==> config.mk <==
export PLATFORM = sky130hd
export DESIGN_NAME = sdci_dev_flat
export DESIGN_NICKNAME = d
export VERILOG_FILES = /design/src/sdci_pkg.sv /design/src/sdci_if.sv /design/src/sdci_dev.sv /design/src/flat_wrapper.sv
export SDC_FILE = /design/constraint.sdc
export NUM_CORES = 1
export LEC_CHECK = 0
export ABC_CLOCK_PERIOD_IN_PS = 3020
export BUFFER_PORTS_ARGS = -buffer_cell sky130_fd_sc_hd__buf_4
export CELL_PAD_IN_SITES_DETAIL_PLACEMENT = 0
export CELL_PAD_IN_SITES_GLOBAL_PLACEMENT = 1
export CORE_AREA = 2 2 176 144
export CTS_BUF_LIST = sky130_fd_sc_hd__clkbuf_16
export CTS_CLUSTER_DIAMETER = 120
export CTS_CLUSTER_SIZE = 16
export DETAILED_ROUTE_END_ITERATION = 8
export DIE_AREA = 0 0 178 146
export GPL_TIMING_DRIVEN = 0
export HOLD_SLACK_MARGIN = 0.02
export PLACE_DENSITY = 0.86
export SYNTH_ARGS = -nofsm -noshare
export SYNTH_HDL_FRONTEND = slang
export SYNTH_SLANG_ARGS = --single-unit
==> constraint.sdc <==
create_clock -name clk_in -period 3.02 [get_ports clk_in]
set_clock_uncertainty 0.1 [all_clocks]
set_input_delay 0.302 -clock clk_in [delete_from_list [all_inputs] [get_ports clk_in]]
set_output_delay 0.302 -clock clk_in [all_outputs]
set_load 0.03 [all_outputs]
==> src/sdci_pkg.sv <==
// Package for the SDRAM command interface: command codes, widths, mode fields.
// Assumes both ends are clocked by the same clk_in.
package sdci_pkg;
  localparam int SDCI_ROW_W = 11;
  localparam int SDCI_COL_W = 8;
  localparam int SDCI_BANKS = 4;
  localparam int SDCI_DATA_W = 32;
  localparam int SDCI_AP_BIT = 10;
  localparam int SDCI_MASK_LAT = 2;
  // Mode word fields (bit 11 comes from bank select)
  localparam int SDCI_MODE_W = 12;
  localparam int SDCI_MODE_BL_LSB = 0;
  localparam int SDCI_MODE_BT_BIT = 3;
  localparam int SDCI_MODE_CL_LSB = 4;
  localparam logic [SDCI_MODE_W-1:0] SDCI_MODE_RST = 12'h022;
  // Burst length and read latency codes
  localparam logic [2:0] SDCI_BL_1 = 3'h0;
  localparam logic [2:0] SDCI_BL_2 = 3'h1;
  localparam logic [2:0] SDCI_BL_4 = 3'h2;
  localparam logic [2:0] SDCI_BL_8 = 3'h3;
  localparam logic [2:0] SDCI_BL_PAGE = 3'h7;
  localparam logic [2:0] SDCI_CL_2 = 3'h2;
  localparam logic [2:0] SDCI_CL_3 = 3'h3;
  // {cs_n, ras_n, cas_n, we_n}
  typedef enum logic [3:0] {
    SDCI_CMD_ROW_OPEN = 4'h3,
    SDCI_CMD_CLOSE = 4'h2,
    SDCI_CMD_READ = 4'h5,
    SDCI_CMD_WRITE = 4'h4,
    SDCI_CMD_MODE = 4'h0,
    SDCI_CMD_REFRESH = 4'h1,
    SDCI_CMD_STOP = 4'h6,
    SDCI_CMD_NOP = 4'h7,
    SDCI_CMD_DESEL = 4'h8
  } sdci_cmd_t;
  // Host request opcodes
  typedef enum logic [2:0] {
    SDCI_REQ_OPEN = 3'h0,
    SDCI_REQ_READ = 3'h1,
    SDCI_REQ_WRITE = 3'h2,
    SDCI_REQ_CLOSE = 3'h3,
    SDCI_REQ_MODE = 3'h4,
    SDCI_REQ_STOP = 3'h5,
    SDCI_REQ_SLEEP = 3'h6,
    SDCI_REQ_WAKE = 3'h7
  } sdci_req_t;
endpackage

==> src/sdci_if.sv <==
// Interface joining the memory controller and the SDRAM command front end.
// Assumes one shared clock; write and read data use separate dq_wr and dq_rd lines.
`timescale 1ns/1ps
interface sdci_if;
  import sdci_pkg::*;
  logic cs_n;
  logic ras_n;
  logic cas_n;
  logic we_n;
  logic clk_gate;
  logic bank_sel_lo;
  logic bank_sel_hi;
  logic [SDCI_ROW_W-1:0] addr_bus;
  logic [SDCI_DATA_W/8-1:0] byte_mask;
  logic [SDCI_DATA_W-1:0] dq_wr;
  logic [SDCI_DATA_W-1:0] dq_rd;
  logic [SDCI_DATA_W/8-1:0] dq_rd_oe;
  modport dev (
    input cs_n, ras_n, cas_n, we_n, clk_gate, bank_sel_lo, bank_sel_hi,
    input addr_bus, byte_mask, dq_wr,
    output dq_rd, dq_rd_oe
  );
  modport ctl (
    output cs_n, ras_n, cas_n, we_n, clk_gate, bank_sel_lo, bank_sel_hi,
    output addr_bus, byte_mask, dq_wr,
    input dq_rd, dq_rd_oe
  );
endinterface

==> src/sdci_dev.sv <==
// SDRAM command decoder, bank state, burst counter and read pipeline.
// Assumes inputs are synchronous to clk_in; storage is outside (user port).
//
// Functional notes
// RL1: All inputs sampled on rising clock edge.
// RL2: Burst counter advances while clock enabled.
// RL3: Gate low freezes outputs and burst next cycle.
// RL4: Low-power entry only with all banks idle.
// RL5: Low-power mode ignores all inputs except gate.
// RL6: Bank select picks the command's target bank.
// RL7: Bank select gives mode word bit eleven.
// RL8: Row open captures eleven-bit row address.
// RL9: Column from low bits; bit ten auto-precharge.
// RL10: Precharge with bit ten closes all banks.
// RL11: Address bus carries mode operation code.
// RL12: Chip select high masks all commands.
// RL13: Row-open code activates the addressed bank.
// RL14: Close code returns the bank to idle.
// RL15: Access is row open then read/write burst.
// RL16: Burst lengths 1,2,4,8,page; early stop.
// RL17: Auto precharge closes row at burst end.
// RL18: Read latency two or three cycles.
// RL19: Interleaved or sequential burst addresses.
// RL20: Column strobe starts read or write.
// RL21: Byte mask blocks writes, reads two later.
// RL22: Controller only accesses opened banks.
//
// Design decisions made here: the placing of the registers and the address-and-strobe port.
`timescale 1ns/1ps
module sdci_dev
  import sdci_pkg::*;
(
  // Clock and reset
  input wire logic clk_in,
  input wire logic nrst_in,
  // Link
  sdci_if.dev link,
  // Storage side
  output logic mem_we_out,
  output logic [SDCI_DATA_W/8-1:0] mem_be_out,
  output logic [1:0] mem_bank_out,
  output logic [SDCI_ROW_W-1:0] mem_row_out,
  output logic [SDCI_COL_W-1:0] mem_col_out,
  output logic [SDCI_DATA_W-1:0] mem_wdata_out,
  input wire logic [SDCI_DATA_W-1:0] mem_rdata_in,
  // Status
  output logic [SDCI_BANKS-1:0] bank_active_out,
  output logic low_power_out,
  output logic [SDCI_MODE_W-1:0] mode_out
);

  localparam int PIPE = 3;
  localparam int MW = SDCI_DATA_W / 8;

  logic gate_q;
  logic run;
  logic [3:0] cmd;
  logic [1:0] bank;
  logic [SDCI_ROW_W-1:0] row [SDCI_BANKS];
  logic [SDCI_MODE_W-1:0] mode;
  logic burst_on;
  logic burst_wr;
  logic burst_ap;
  logic [1:0] burst_bank;
  logic [SDCI_COL_W-1:0] burst_base;
  logic [SDCI_COL_W-1:0] burst_cnt;
  logic [SDCI_COL_W-1:0] burst_last;
  logic [SDCI_COL_W-1:0] col_now;
  logic [SDCI_COL_W-1:0] len_mask;
  logic burst_end;
  logic [PIPE-1:0] rd_pipe;
  logic [SDCI_DATA_W-1:0] rd_data [PIPE-1];
  logic [MW-1:0] mask_d1;
  logic [SDCI_DATA_W-1:0] wdata_d1;
  logic [2:0] cl;

  //////////////////////////////////////////////////////////////////////////
  // Command decode

  // Clock runs in a cycle only when the gate was high the edge before
  always_ff @(posedge clk_in or negedge nrst_in) begin
    if (!nrst_in) begin
      gate_q <= 1'b1;
    end else begin
      gate_q <= link.clk_gate; // see RL3
    end
  end

  assign run = gate_q && !low_power_out; // see RL5
  assign cmd = {link.cs_n, link.ras_n, link.cas_n, link.we_n}; // see RL1 RL12
  assign bank = {link.bank_sel_hi, link.bank_sel_lo}; // see RL6
  assign cl = mode[SDCI_MODE_CL_LSB +: 3];

  always_comb begin
    case (mode[SDCI_MODE_BL_LSB +: 3])
      SDCI_BL_1: len_mask = 8'h00;
      SDCI_BL_2: len_mask = 8'h01;
      SDCI_BL_4: len_mask = 8'h03;
      SDCI_BL_8: len_mask = 8'h07;
      default: len_mask = 8'hff;
    endcase
  end

  // Offset within the wrap window, sequential adds and interleaved xors
  always_comb begin
    if (mode[SDCI_MODE_BT_BIT]) begin
      col_now = (burst_base & ~len_mask) | ((burst_base ^ burst_cnt) & len_mask); // see RL19
    end else begin
      col_now = (burst_base & ~len_mask) | ((burst_base + burst_cnt) & len_mask); // see RL19
    end
  end

  assign burst_end = burst_on && (burst_cnt == burst_last);

  //////////////////////////////////////////////////////////////////////////
  // Mode register and low power

  always_ff @(posedge clk_in or negedge nrst_in) begin
    if (!nrst_in) begin
      mode <= SDCI_MODE_RST;
    end else if (run && cmd == SDCI_CMD_MODE && bank_active_out == '0) begin
      mode <= {link.bank_sel_lo, link.addr_bus}; // see RL7 RL11
    end
  end

  // Entered with gate falling on an idle device; gate acts level-only inside
  always_ff @(posedge clk_in or negedge nrst_in) begin
    if (!nrst_in) begin
      low_power_out <= 1'b0;
    end else if (low_power_out) begin
      low_power_out <= !link.clk_gate; // see RL5
    end else if (gate_q && !link.clk_gate && bank_active_out == '0 && !burst_on) begin
      low_power_out <= 1'b1; // see RL4
    end
  end

  //////////////////////////////////////////////////////////////////////////
  // Bank state

  always_ff @(posedge clk_in or negedge nrst_in) begin
    if (!nrst_in) begin
      bank_active_out <= '0;
      for (int i = 0; i < SDCI_BANKS; i++) begin
        row[i] <= '0;
      end
    end else if (run) begin
      if (cmd == SDCI_CMD_ROW_OPEN) begin
        bank_active_out[bank] <= 1'b1; // see RL13 RL6
        row[bank] <= link.addr_bus; // see RL8
      end else if (cmd == SDCI_CMD_CLOSE) begin
        if (link.addr_bus[SDCI_AP_BIT]) begin
          bank_active_out <= '0; // see RL10
        end else begin
          bank_active_out[bank] <= 1'b0; // see RL14
        end
      end
      if (burst_end && burst_ap) begin
        bank_active_out[burst_bank] <= 1'b0; // see RL17
      end
    end
  end

  //////////////////////////////////////////////////////////////////////////
  // Burst engine

  always_ff @(posedge clk_in or negedge nrst_in) begin
    if (!nrst_in) begin
      burst_on <= 1'b0;
      burst_wr <= 1'b0;
      burst_ap <= 1'b0;
      burst_bank <= '0;
      burst_base <= '0;
      burst_cnt <= '0;
      burst_last <= '0;
    end else if (run) begin
      if ((cmd == SDCI_CMD_READ || cmd == SDCI_CMD_WRITE) && bank_active_out[bank]) begin
        burst_on <= 1'b1; // see RL15 RL20
        burst_wr <= !link.we_n; // see RL20
        burst_ap <= link.addr_bus[SDCI_AP_BIT]; // see RL9
        burst_bank <= bank;
        burst_base <= link.addr_bus[SDCI_COL_W-1:0]; // see RL9
        burst_cnt <= '0;
        burst_last <= len_mask; // see RL16
      end else if (cmd == SDCI_CMD_STOP || cmd == SDCI_CMD_CLOSE || burst_end) begin
        burst_on <= 1'b0; // see RL16
      end else if (burst_on) begin
        burst_cnt <= burst_cnt + 8'h01; // see RL2
      end
    end
  end

  //////////////////////////////////////////////////////////////////////////
  // Storage access and read pipeline

  always_ff @(posedge clk_in or negedge nrst_in) begin
    if (!nrst_in) begin
      mem_we_out <= 1'b0;
      mem_be_out <= '0;
      mem_bank_out <= '0;
      mem_row_out <= '0;
      mem_col_out <= '0;
      mem_wdata_out <= '0;
    end else begin
      mem_we_out <= run && burst_on && burst_wr && !(cmd == SDCI_CMD_STOP);
      mem_be_out <= ~mask_d1; // see RL21
      mem_bank_out <= burst_bank;
      mem_row_out <= row[burst_bank];
      mem_col_out <= col_now;
      mem_wdata_out <= wdata_d1;
    end
  end

  // Read data arrives one cycle after the address; latency set by the tap
  // Write data and mask are held one cycle so each beat gets its own word
  always_ff @(posedge clk_in or negedge nrst_in) begin
    if (!nrst_in) begin
      rd_pipe <= '0;
      mask_d1 <= '0;
      wdata_d1 <= '0;
      for (int i = 0; i < PIPE - 1; i++) begin
        rd_data[i] <= '0;
      end
    end else if (run) begin // see RL3
      rd_pipe <= {rd_pipe[PIPE-2:0], burst_on && !burst_wr && cmd != SDCI_CMD_STOP};
      rd_data[0] <= mem_rdata_in;
      for (int i = 1; i < PIPE - 1; i++) begin
        rd_data[i] <= rd_data[i-1];
      end
      mask_d1 <= link.byte_mask; // see RL21
      wdata_d1 <= link.dq_wr;
    end
  end

  always_ff @(posedge clk_in or negedge nrst_in) begin
    if (!nrst_in) begin
      link.dq_rd <= '0;
      link.dq_rd_oe <= '0;
    end else if (run) begin // see RL2 RL3
      if (cl == SDCI_CL_2) begin
        link.dq_rd <= rd_data[0];
        link.dq_rd_oe <= {MW{rd_pipe[1]}} & ~mask_d1; // see RL18 RL21
      end else begin
        link.dq_rd <= rd_data[1];
        link.dq_rd_oe <= {MW{rd_pipe[2]}} & ~mask_d1; // see RL18 RL21
      end
    end else if (low_power_out) begin
      link.dq_rd_oe <= '0;
    end
  end

  assign mode_out = mode;

endmodule // sdci_dev

==> src/flat_wrapper.sv <==
// flat-port wrapper written by rule: the top's interface ports become plain ports
module sdci_dev_flat import sdci_pkg::*;
  (clk_in, nrst_in, mem_we_out, mem_be_out, mem_bank_out, mem_row_out, mem_col_out, mem_wdata_out, mem_rdata_in, bank_active_out, low_power_out, mode_out, link_cs_n, link_ras_n, link_cas_n, link_we_n, link_clk_gate, link_bank_sel_lo, link_bank_sel_hi, link_addr_bus, link_byte_mask, link_dq_wr, link_dq_rd, link_dq_rd_oe);
  sdci_if link_i ();
  input wire logic clk_in;
  input wire logic nrst_in;
  output logic mem_we_out;
  output logic [SDCI_DATA_W/8-1:0] mem_be_out;
  output logic [1:0] mem_bank_out;
  output logic [SDCI_ROW_W-1:0] mem_row_out;
  output logic [SDCI_COL_W-1:0] mem_col_out;
  output logic [SDCI_DATA_W-1:0] mem_wdata_out;
  input wire logic [SDCI_DATA_W-1:0] mem_rdata_in;
  output logic [SDCI_BANKS-1:0] bank_active_out;
  output logic low_power_out;
  output logic [SDCI_MODE_W-1:0] mode_out;
  input wire logic [$bits(link_i.cs_n)-1:0] link_cs_n;
  input wire logic [$bits(link_i.ras_n)-1:0] link_ras_n;
  input wire logic [$bits(link_i.cas_n)-1:0] link_cas_n;
  input wire logic [$bits(link_i.we_n)-1:0] link_we_n;
  input wire logic [$bits(link_i.clk_gate)-1:0] link_clk_gate;
  input wire logic [$bits(link_i.bank_sel_lo)-1:0] link_bank_sel_lo;
  input wire logic [$bits(link_i.bank_sel_hi)-1:0] link_bank_sel_hi;
  input wire logic [$bits(link_i.addr_bus)-1:0] link_addr_bus;
  input wire logic [$bits(link_i.byte_mask)-1:0] link_byte_mask;
  input wire logic [$bits(link_i.dq_wr)-1:0] link_dq_wr;
  output wire logic [$bits(link_i.dq_rd)-1:0] link_dq_rd;
  output wire logic [$bits(link_i.dq_rd_oe)-1:0] link_dq_rd_oe;
  assign link_i.cs_n = link_cs_n;
  assign link_i.ras_n = link_ras_n;
  assign link_i.cas_n = link_cas_n;
  assign link_i.we_n = link_we_n;
  assign link_i.clk_gate = link_clk_gate;
  assign link_i.bank_sel_lo = link_bank_sel_lo;
  assign link_i.bank_sel_hi = link_bank_sel_hi;
  assign link_i.addr_bus = link_addr_bus;
  assign link_i.byte_mask = link_byte_mask;
  assign link_i.dq_wr = link_dq_wr;
  assign link_dq_rd = link_i.dq_rd;
  assign link_dq_rd_oe = link_i.dq_rd_oe;
  sdci_dev u_core (.clk_in(clk_in), .nrst_in(nrst_in), .link(link_i), .mem_we_out(mem_we_out), .mem_be_out(mem_be_out), .mem_bank_out(mem_bank_out), .mem_row_out(mem_row_out), .mem_col_out(mem_col_out), .mem_wdata_out(mem_wdata_out), .mem_rdata_in(mem_rdata_in), .bank_active_out(bank_active_out), .low_power_out(low_power_out), .mode_out(mode_out));
endmodule
# Yosys cells after proc, flatten, opt, wreduce, memory -nomap -nowiden

Index checks and enable logic that the tools add are counted.

Register bits: 288
Bits of input ports: 88
Output and inout bits: 111
Logic and storage cells: 132

Add/subtract/negate cells: 2
Magnitude comparators: 7
Equal/unequal tests: 12
Muxes and demuxes: 30
Bitwise logic cells: 17
Reduce and logical (&&, ||, !) cells: 36

Operator list:

| kind                                                     | number |
|---|---|
| bitwise mux 44 bit                                       | 1 |
| two-way mux 11 bit                                       | 3 |
| two-way mux 32 bit                                       | 1 |
| two-way mux 4 bit                                        | 8 |
| two-way mux 8 bit                                        | 4 |
| one-hot mux 8 bit (4 select lines)                       | 1 |
| AND 8 bit                                                | 3 |
| binary-select mux 11 bit (select 2 bit)                  | 1 |
| demux 11 bit (select 2 bit)                              | 1 |
| logical AND 1 bit                                        | 17 |
| AND 4 bit                                                | 4 |
| OR 8 bit                                                 | 2 |
| equality test 4 x 3 -> 1 bit, second input constant      | 3 |
| NOT 4 bit                                                | 3 |
| equality test 3 x 2 -> 1 bit, second input constant      | 3 |
| adder 8 x 1 -> 8 bit, second input constant              | 1 |
| adder 8 bit                                              | 1 |
| equality test 4 x 2 -> 1 bit, second input constant      | 2 |
| equality test 8 bit                                      | 1 |
| logical NOT 4 bit                                        | 2 |
| NOT 8 bit                                                | 1 |
| XOR 8 bit                                                | 1 |
| two-way mux 1 bit                                        | 7 |
| greater-or-equal comparator 3 bit, second input constant | 2 |
| 16 further kinds                                         | 31 |

# Logic depth before layout (Yosys ltp)

Gate-level depths: netlist (run 1).

Depth after elaboration: 12
Mapped depth: 9
Gate-level depth less buffers: 9

# Least setup slack after synthesis (run 1)

OpenSTA, ideal clock, no wires.

Path type: register to register
Start: register u_core.low_power_out
End: register u_core.row[12] (netlist name)
Library setup time: 125 ps
Data arrival time: 1,862 ps
Required time: 2,795 ps
Setup slack: 933 ps
Stages on the path, launching flop included: 7
Path buffers: 1
Period minus slack after synthesis: 2,087 ps
Path through: dfrtp_1 > nand2b_1 > nor3_1 > nand3_1 > nor2_1 > buf_4 > mux2_2

Word-level cells in the longest chain between the ends: 3

Ends and longest elaborated chain:

| element                              | line            | RTL |
|---|---|---|
| start: declaration                   | sdci_dev.sv:48  | `output logic low_power_out,` |
| start signal: assignment             | sdci_dev.sv:131 | `low_power_out <= !link.clk_gate;` |
| logical NOT 1 bit                    | sdci_dev.sv:89  | `assign run = gate_q && !low_power_out;` |
| logical AND 1 bit                    | sdci_dev.sv:89  |  |
| AND reduction 2 bit (no source line) | --              |  |
| end signal: indexed assignment       | sdci_dev.sv:149 | `row[bank] <= link.addr_bus;` |
| end: declaration                     | sdci_dev.sv:59  | `logic [SDCI_ROW_W-1:0] row [SDCI_BANKS];` |

No other way between the ends.
A chain may end at the register's enable or synchronous reset.

# Worst setup path after layout (run 1)

Start: register u_core.low_power_out
End: register u_core.rd_data[22] (netlist name)

Word-level cells in the longest chain between the ends: 2

Ends and longest elaborated chain:

| element                        | line            | RTL |
|---|---|---|
| logical NOT 1 bit              | sdci_dev.sv:89  |  |
| logical AND 1 bit              | sdci_dev.sv:89  |  |
| end signal: indexed assignment | sdci_dev.sv:227 | `rd_data[i] <= rd_data[i-1];` |
| end: declaration               | sdci_dev.sv:72  | `logic [SDCI_DATA_W-1:0] rd_data [PIPE-1];` |

No other way between the ends.

==> results of run 1 <==
## timing repair
| item | 4_1_cts | 5_1_grt |
|---|---|---|
| endpoints found under the hold margin | 217 | 0 |
| hold buffers | 84 | 0 |
| setup buffers | 0 | 0 |
| setup endpoints to repair | 0 | 0 |
## placed cells by master (no fill, tap or decap), types with 21 or more instances in the layout
cell type / count
inv_1: 25
mux2i_1: 33
buf_4: 201
dfrtp_1: 281
o21ai_0: 66
mux2_2: 69
clkbuf_1: 33
nand2_1: 349
dlygate4sd3_1: 84
clkbuf_16: 21
## final timing paths
kind	cells past startpoint	startpoint	slack, ns	endpoint
max reg2reg	6	u_core.low_power_out$_DFF_PN0_	0.55	u_core.rd_data[22]$_DFFE_PN0P_
min	4	link_cs_n	0.13	u_core.rd_pipe[0]$_DFFE_PN0P_
max	6	u_core.low_power_out$_DFF_PN0_	0.55	u_core.rd_data[22]$_DFFE_PN0P_
min in group asynchronous	2	nrst_in	0.29	u_core.mem_wdata_out[6]$_DFF_PN0_
min reg2reg	0	u_core.wdata_d1[1]$_DFFE_PN0P_	0.27	u_core.mem_wdata_out[1]$_DFF_PN0_
max in group asynchronous	3	nrst_in	1.60	u_core.mode_out[10]$_DFFE_PN0P_
## registers in the layout (all words and copies together) (netlist names), 11 cells and up
| register | count |
|---|---|
| u_core.rd_data | 64 |
| u_core.row | 44 |
| u_core.link.dq_rd | 32 |
| u_core.mem_wdata_out | 32 |
| u_core.wdata_d1 | 32 |
| u_core.mode_out | 12 |
| u_core.mem_row_out | 11 |
## layout make-up
class / count / area [sq um] / share of cell area, %
flip-flops and latches: 284 / 7110 / 48.6
multi-input cells: 652 / 3840 / 26.3
repair buffers: 284 / 2390 / 16.3
clock buffers: 21 / 526 / 3.59
well taps: 318 / 398 / 2.72
plain buffers: 52 / 248 / 1.69
clock inverters: 15 / 82.6 / 0.564
inverters: 11 / 41.3 / 0.282
## metrics by stage
stage	util [%]	power [mW]	instances	hold slack, ns
global route	60.9	10.2	1637	0.140
detailed placement	54.8	7.00	1517	0.240
floorplan	-	6.08	999	-0.0936
finish	60.9	9.64	1637	0.133
CTS	60.9	9.74	1637	0.117
global placement	54.6	6.93	1515	0.255
## routing by layer
metal | routed length [microns] | up-vias | track usage [%]
met5 | 0 | - | 0
met4 | 533 | 0 | 5.16
met3 | 1300 | 35 | 3.21
met2 | 12700 | 197 | 34.1
met1 | 12800 | 4031 | 31.2
li1 | - | 3924 | -
## worst reg2reg max path, delay by kind of cell (launching register included)
| family | cells | cell delay (ns) |
|---|---|---|
| flops | 1 | 0.39 |
| buf+inv | 3 | 1.49 |
| simple gates | 3 | 0.43 |
## cells by family (layout without fill, tap and decap cells)
logic type	Yosys count	after routing
xor+xnor	8	8
buf+inv	63	383
flops	284	284
mux	114	114
simple gates	418	418
compound gates	103	103
fa+ha+maj	9	9
## power groups by stage
stage                     clock network [mW]  logic (mW)  registers, mW
after global routing                    2.88        2.53           4.75
after detailed placement                   0        2.25           4.75
after CTS                               2.71        2.34           4.68
after floorplan                            0       0.923           5.15
final                                   2.63        2.32           4.69
after global placement                     0        2.19           4.73
==> flow_summary.ini, run 1 <==
[die]
fp.coreArea_sq_um = 24100
core.rowCount = 51
io_pins = 199
dieArea_sq_um = 26000
fp.dieH_microns = 146
starting_density_pct = 46.7
die_w_microns = 178

[place]
worst_case_setup_slack_after_placement_ns = 0.477
detailedPlacementHpwl_mm = 18.3
placed_cell_area_sq_um = 13200
gpl.final_weighted_congestion = 0.771
numPortBuffers = 198

[timing]
finalSetupViolCount = 0
timing.fmax_ghz = 0.405
hold_viol_final = 0
setup_total_negative_slack_ns = 0
timing.slew.headroom_pct = 45.3
worst_slack_ns = 0.554
final_max_slew_viol_count = 0
period_share_pct = 81.7
final_period_minus_worst_setup_slack_ns = 2.47
worst_pin_slew_ns = 0.821
grt_setup_unrepaired = no

[yosys]
main_combinational_cell_family_by_area_after_synthesis = simple AND/OR/NAND/NOR gates
syn-cell-area_sq_um = 11200
synth-xor-area-share_pct = 0.623
yosys-top-cells-count = 349 x nand2_1, 281 x dfrtp_1, 69 x mux2_2
synthesis.area_per_instance_sq_um = 11.3
synth_cells = 999
yosysMostFrequentCell = nand2_1
synth-compound-area-share_pct = 5.16
top_area_cell_type_share_of_the_netlist_area_pct = 62.5
syn-num-nets = 1096
postSynth.topFlopCell = dfrtp_1
synth_async_sr_flop_share_pct = 100
synth_cell_types = 54
synth-simple-area-share_pct = 15.1
muxShareOfSynthArea_pct = 12.3
yosys.area_share.adder_pct = 1.07
post_synthesis_sequential_area_ratio_pct = 63.2
leading_post_synthesis_cells_by_cell_area = dfrtp_1 63%, nand2_1 12%, mux2_2 6.9%, mux2i_1 2.9%, o21ai_0 2.9%
synth-edff-count = 0
yosys_warnings = 0
synthDominantAreaCellType = dfrtp_1
yosys_register_bits = 284

[power]
leakage_nw = 7.28
clock_power_share_pct = 27.3
power_frac_seq_pct = 48.6
total_internal_power_mw = 6.68
netSwitchingPower_mw = 2.96
max-vdd-ir-drop_mv = 0.666
power_per_cell_area_nw_per_um2 = 658
power_switching_share_pct = 30.7
p_comb_share_pct = 24.1

[cts]
cts_htree_levels = 1
insertion_delay_of_the_later_clocked_pin_in_the_worst_skew_pair_ns = 0.51
cts-root-to-sink-buffers = 3
clock_tree.root_cell = clkbuf_16
cts_resized = 0
path_clk_slew_ns = 0.07
clock_sinks = 284
cts_inserted_buffers = 21
cts_tree = yes

[cells_and_area]
fin_nets = 1403
synthToLayoutAreaGrowth_pct = 30.2
filler_cell_count = 1982
post-route-cell-area_sq_um = 14600
drive_gt1_share_pct = 25.2
num_antenna_cells = 0

[worst_setup_path]
critical_path_buf_inv_count = 3
critical_path.cell_chain = nand2b_1 > clkbuf_1 > clkbuf_1 > clkbuf_1 > nand2_1 > nand2_1
end_kind = flop
arrival_ns = 2.82
critical_path_launch_point_type = flop
cp_slowest_cell = clkbuf_1
crit_top_cell = clkbuf_1
path_max_fanout = 10
critical-path-max-stage-delay_ns = 0.52
critical_path.top_delay_family = buffers and inverters
critPathKind = flop to flop
worst-endpoint-required_ns = 3.37

[routing]
detail_route.first_pass.iterations = 5
wl_mm = 27.3
drc = 0
via_per_inst = 5.00
postRouteAntennaNets = 0
detail_route.wl_per_cell_microns = 16.7
drtIter0Drc = 416
detailroute.via_count = 8187

[grt]
antenna_found_initial = 0
tot_gr_track_use_pct = 21.5
grt_first_pass_wirelength_mm = 44.3
vias_in_the_first_global_route = 8289
overflow_after_grt = 0
grt_start_max_net_pins = 103

[job]
maxCapViolCount = 0

[outcome]
status = complete, no violations

[hold_path]
hold_path.class = input pin to flop
Power figures use the tool's default switching activity.
==> run 2, diff against run 1 <==
--- a/config.mk
+++ b/config.mk
@@ -5,19 +5,19 @@
 export SDC_FILE = /design/constraint.sdc
 export NUM_CORES = 1
 export LEC_CHECK = 0
-export ABC_CLOCK_PERIOD_IN_PS = 3020
+export ABC_CLOCK_PERIOD_IN_PS = 2300
 export BUFFER_PORTS_ARGS = -buffer_cell sky130_fd_sc_hd__buf_4
 export CELL_PAD_IN_SITES_DETAIL_PLACEMENT = 0
 export CELL_PAD_IN_SITES_GLOBAL_PLACEMENT = 1
-export CORE_AREA = 2 2 176 144
+export CORE_AREA = 2 2 182 148
 export CTS_BUF_LIST = sky130_fd_sc_hd__clkbuf_16
 export CTS_CLUSTER_DIAMETER = 120
 export CTS_CLUSTER_SIZE = 16
 export DETAILED_ROUTE_END_ITERATION = 8
-export DIE_AREA = 0 0 178 146
+export DIE_AREA = 0 0 184 150
 export GPL_TIMING_DRIVEN = 0
 export HOLD_SLACK_MARGIN = 0.02
-export PLACE_DENSITY = 0.86
+export PLACE_DENSITY = 0.82
 export SYNTH_ARGS = -nofsm -noshare
 export SYNTH_HDL_FRONTEND = slang
 export SYNTH_SLANG_ARGS = --single-unit
==> constraint.sdc (replaced) <==
create_clock -name clk_in -period 2.3 [get_ports clk_in]
set_clock_uncertainty 0.1 [all_clocks]
set_input_delay 0.23 -clock clk_in [delete_from_list [all_inputs] [get_ports clk_in]]
set_output_delay 0.23 -clock clk_in [all_outputs]
set_load 0.03 [all_outputs]
==> run 2 against run 1 <==
Compared with the run above:
- global-route usage decreased by 0.84 points
- core utilization decreased by 3.9 points
- via count decreased by 0.62%
- critical path type unchanged
- combinational power increased by 32%
==> flow_summary.ini, run 2 (synthesized netlist as in run 1, its figures left out) <==
[timing]
holdWs_ns = 0.0971
worst_pin_slew_ns = 0.610
grt_setup_unrepaired = yes
final_max_slew_viol_count = 0
period_share_pct = 95.7
hold_viol_final = 0
timing.slew.headroom_pct = 59.4
timing.fmax_ghz = 0.454
finalSetupViolCount = 0
final_period_minus_worst_setup_slack_ns = 2.20

[worst_setup_path]
critPathKind = flop to flop
path_max_fanout = 6
startpoint = u_core.burst_cnt[1]$_DFFE_PN0P_
critical_path.cell_chain = ha_1 > a211oi_2 > o21ai_0 > o211ai_1 > nor4_1 > a311oi_2 > xnor2_1
arrival_ns = 2.51
critical_path_launch_point_type = flop
worst_r2r_endpoint = u_core.mem_col_out[7]$_DFF_PN0_
cp_slowest_cell = dfrtp_2
worst-endpoint-required_ns = 2.61
end_kind = flop
crit-reg2reg-launch = u_core.burst_cnt[1]$_DFFE_PN0P_
critical-path-max-stage-delay_ns = 0.47
worstRegToRegCells = 7
cp-endpoint = u_core.mem_col_out[7]$_DFF_PN0_
worst-r2r-setup-slack_ns = 0.1

[cts]
cts_inserted_buffers = 21
path_clk_slew_ns = 0.07
clock_tree.root_cell = clkbuf_16
insertion_delay_of_the_later_clocked_pin_in_the_worst_skew_pair_ns = 0.51
cts-root-to-sink-buffers = 3
clock_sinks = 284
cts_setup_buffers = 0
cts_tree = yes
cts_htree_levels = 1

[power]
leakage_nw = 7.31
report.power.total_mw = 12.7
power_per_cell_area_nw_per_um2 = 860
max-vdd-ir-drop_mv = 0.707

[cells_and_area]
num_antenna_cells = 0
final_cells = 1650
layout_commonest_cell = nand2_1
most_frequent_cells_in_the_layout = 349 x nand2_1, 280 x dfrtp_1, 200 x buf_4
largest_register_ff_count = 64
drive_gt1_share_pct = 26.5
top_register = u_core.rd_data
fin_nets = 1404
synthToLayoutAreaGrowth_pct = 31.0
largestRegisters = u_core.rd_data (64), u_core.row (44)
final_core_utilization_pct = 56.9

[die]
starting_density_pct = 43.5
die_w_microns = 184
fp.dieH_microns = 150
fp.coreArea_sq_um = 25900
dieArea_sq_um = 27600
io_pins = 199
core.rowCount = 53

[routing]
drtIter0Drc = 431
drc = 0
detailroute.via_count = 8136
wl_mm = 27.9
postRouteAntennaNets = 0
detail_route.wl_per_cell_microns = 16.9
via_per_inst = 4.93
detail_route.first_pass.iterations = 7

[grt]
overflow_after_grt = 0
vias_in_the_first_global_route = 8241
grt_start_max_net_pins = 108
grt_first_pass_wirelength_mm = 45.0
antenna_found_initial = 1
tot_gr_track_use_pct = 20.6

[place]
detailedPlacementHpwl_mm = 18.7
gpl.final_weighted_congestion = 0.781
numPlacedInstances = 1529
numPortBuffers = 198

[hold_path]
hold_path_startpoint = link_cs_n
hold_path.class = input pin to flop

[outcome]
status = complete, no violations

[job]
maxCapViolCount = 0
==> run 2: cell count changes in the layout (fill, tap and decap cells not counted), sizes merged <==
cell / previous run / this run
dlygate4sd3: 84 / 85
==> run 2: cell type report <==
cell class / count / area (sq um)
plain buffers: 52 / 262
clock buffers: 21 / 526
clock inverters: 15 / 82.6
fillers: 2244 / 11100
inverters: 11 / 41.3
multi-input cells: 652 / 3890
flip-flops and latches: 284 / 7110
well taps: 330 / 413
repair buffers: 285 / 2400
==> run 2: what timing repair did <==
action | 4_1_cts | 5_1_grt
endpoints found under the hold margin | 219 | 0
gates cloned | 0 | 0
pin swaps | 0 | 1
hold buffers | 85 | 0
endpoints found under the setup margin | 163 | 64
resized for setup | 7 | 17
==> run 2: critical path: cells and delay by family (launching register included) <==
kind	cells	cell delay [ns]
DFF	1	0.47
adders and majority gates	1	0.36
AOI/OAI and AO/OA	4	0.92
and+or+nand+nor	1	0.09
xor gates and xnor gates	1	0.18
==> run 2: how the worst min path moves through the flow <==
stage	slack, ns	cells past startpoint	end
floorplan	-0.17	0	u_core.bank_active_out[0]$_DFFE_PN0P_
global placement	0.25	1	u_core.gate_q$_DFF_PN1_
detailed placement	0.17	1	u_core.mem_col_out[1]$_DFF_PN0_
CTS	0.06	4	u_core.rd_pipe[0]$_DFFE_PN0P_
global route	0.13	4	u_core.rd_pipe[0]$_DFFE_PN0P_
finish	0.1	4	u_core.rd_pipe[0]$_DFFE_PN0P_
==> run 2: metal layers <==
| layer | wire length, microns | up-vias | track usage (%) |
|---|---|---|---|
| li1 | - | 3932 | - |
| met1 | 13400 | 3998 | 30.7 |
| met2 | 12700 | 175 | 32.6 |
| met3 | 1230 | 31 | 3.04 |
| met4 | 511 | 0 | 3.76 |
| met5 | 0 | - | 0 |
==> run 2: where the power goes <==
group	internal (mW)	switching, mW
combinational	1.30	1.76
clock	1.76	1.69
sequential	5.72	0.434
total	8.78	3.89
==> run 2: metrics by stage <==
stage               area, sq um  TNS, ns  setup WS (ns)
floorplan                 11200        0          0.213
global placement          13100  -456.12          -1.61
detailed placement        13200   -16.00         -0.296
CTS                       14700  -0.0309       -0.00911
global route              14700   -0.245        -0.0254
finish                    14700        0         0.0991
==> run 3, diff against run 2 <==
--- a/config.mk
+++ b/config.mk
@@ -17,7 +17,7 @@
 export DIE_AREA = 0 0 184 150
 export GPL_TIMING_DRIVEN = 0
 export HOLD_SLACK_MARGIN = 0.02
-export PLACE_DENSITY = 0.82
+export PLACE_DENSITY = 0.78
 export SYNTH_ARGS = -nofsm -noshare
 export SYNTH_HDL_FRONTEND = slang
 export SYNTH_SLANG_ARGS = --single-unit
==> run 3 against run 2 <==
Compared with the run above:
- clock power about the same
- wire length about the same
- cell count unchanged
- critical path type unchanged
- critical endpoint is now u_core.row[3]$_DFFE_PN0P_
- largest cell class unchanged
- largest power group unchanged
==> flow_summary.ini, run 3 (synthesized netlist as in run 1, its figures left out) <==
[cells_and_area]
largestRegisters = u_core.rd_data (64), u_core.row (44)
final_cells = 1650
most_frequent_cells_in_the_layout = 349 x nand2_1, 280 x dfrtp_1, 197 x buf_4
drive_gt1_share_pct = 26.5
synthToLayoutAreaGrowth_pct = 31.1
post-route-cell-area_sq_um = 14700
largest_register_ff_count = 64
layout_commonest_cell = nand2_1
fin_nets = 1403
top_register = u_core.rd_data
filler_cell_count = 2200
final_core_utilization_pct = 57.0

[timing]
timing.slew.headroom_pct = 52.6
worst_pin_slew_ns = 0.711
period_share_pct = 96.0
finalSetupViolCount = 0
hold_viol_final = 0
timing.fmax_ghz = 0.453
setup_total_negative_slack_ns = 0
final_max_slew_viol_count = 0
final_period_minus_worst_setup_slack_ns = 2.21
grt_setup_unrepaired = yes

[place]
gpl.final_weighted_congestion = 0.780
placed_cell_area_sq_um = 13200
detailedPlacementHpwl_mm = 18.7
numPlacedInstances = 1529
numPortBuffers = 198

[routing]
drc = 0
detailroute.via_count = 8168
drtIter0Drc = 395
wl_mm = 27.9
detail_route.first_pass.iterations = 5
detail_route.wl_per_cell_microns = 16.9
postRouteAntennaNets = 0
via_per_inst = 4.95

[grt]
antenna_found_initial = 1
vias_in_the_first_global_route = 8193
grt_first_pass_wirelength_mm = 44.3
tot_gr_track_use_pct = 20.4
grt_start_max_net_pins = 121
overflow_after_grt = 0

[die]
die_w_microns = 184
core.rowCount = 53
fp.coreArea_sq_um = 25900
fp.dieH_microns = 150
starting_density_pct = 43.5
dieArea_sq_um = 27600
io_pins = 199

[power]
max-vdd-ir-drop_mv = 0.539
power_per_cell_area_nw_per_um2 = 860
leakage_nw = 7.31

[worst_setup_path]
path_max_fanout = 10
critPathKind = flop to flop
worst-endpoint-required_ns = 2.58
arrival_ns = 2.49
end_kind = flop
critical_path_launch_point_type = flop

[cts]
cts_tree = yes
cts_setup_buffers = 0
path_clk_slew_ns = 0.08
cts_htree_levels = 1
cts_inserted_buffers = 21
cts-root-to-sink-buffers = 3
clock_tree.root_cell = clkbuf_16
insertion_delay_of_the_later_clocked_pin_in_the_worst_skew_pair_ns = 0.50
clock_sinks = 284

[job]
maxCapViolCount = 0

[outcome]
status = complete, no violations

[hold_path]
hold_path.class = input pin to flop
-- run 3: cell count changes in the layout (fill, tap and decap cells not counted), sizes merged --
cell | before | now
buf | 219 | 218
clkbuf | 54 | 55
diode | 0 | 1
dlygate4sd3 | 85 | 84
-- run 3: report_power, final --
part,switching [mW],internal (mW),total (mW)
sequential,0.436,5.71,6.15
combinational,1.77,1.30,3.07
clock,1.69,1.77,3.46
total,3.90,8.78,12.7
-- run 3: path summary, 6_finish.rpt --
path | start | end | slack [ns] | depth (start not counted)
worst max-delay path | u_core.gate_q$_DFF_PN1_ | u_core.row[3]$_DFFE_PN0P_ | 0.09 | 6
worst max register to register | u_core.gate_q$_DFF_PN1_ | u_core.row[3]$_DFFE_PN0P_ | 0.09 | 6
max in group asynchronous | nrst_in | u_core.rd_data[51]$_DFFE_PN0P_ | 0.55 | 4
worst min-delay path | link_cs_n | u_core.rd_pipe[0]$_DFFE_PN0P_ | 0.08 | 4
worst min register to register | u_core.wdata_d1[4]$_DFFE_PN0P_ | u_core.mem_wdata_out[4]$_DFF_PN0_ | 0.28 | 0
min in group asynchronous | nrst_in | u_core.mem_col_out[5]$_DFF_PN0_ | 0.24 | 2
-- run 3: routing by layer --
layer | up-vias | wire [microns] | track usage (%)
li1 | 3932 | - | -
met1 | 4009 | 13700 | 30.3
met2 | 196 | 12300 | 31.4
met3 | 31 | 1470 | 3.72
met4 | 0 | 459 | 4.20
met5 | - | 0 | 0
-- run 3: per-stage QoR --
step                setup WS (ns)  hold WS, ns  power, mW
global placement            -1.62        0.250       9.12
CTS                       0.00672       0.0448       12.8
finish                     0.0920       0.0757       12.7
global route              -0.0142        0.111       13.4
floorplan                   0.213       -0.166       7.98
detailed placement         -0.264        0.196       9.20
-- run 3: cell type report --
class,instances,area (sq um),share of cell area (%)
tap,330,413,2.80
sequential,284,7110,48.3
multi-input combinational,652,3900,26.4
inverter,11,41.3,0.280
clock inverter,15,82.6,0.560
timing repair buffer,284,2390,16.2
buffer,52,274,1.86
antenna,1,2.50,0.0170
clock buffer,21,526,3.57
-- run 3: worst max-delay path, cell delays in order, from the launching register on --
cell and delay (ns):
dfstp_2 0.55, nand2b_1 0.18, nor3_4 0.22, nand3_2 0.21, nor2_2 0.26, buf_6 0.21, mux2_2 0.35
-- run 3: timing repair --
| item | CTS | global route |
|---|---|---|
| endpoints found under the setup margin | 159 | 61 |
| endpoints found under the hold margin | 228 | 0 |
| gates resized for setup | 7 | 19 |
| hold buffers | 84 | 0 |
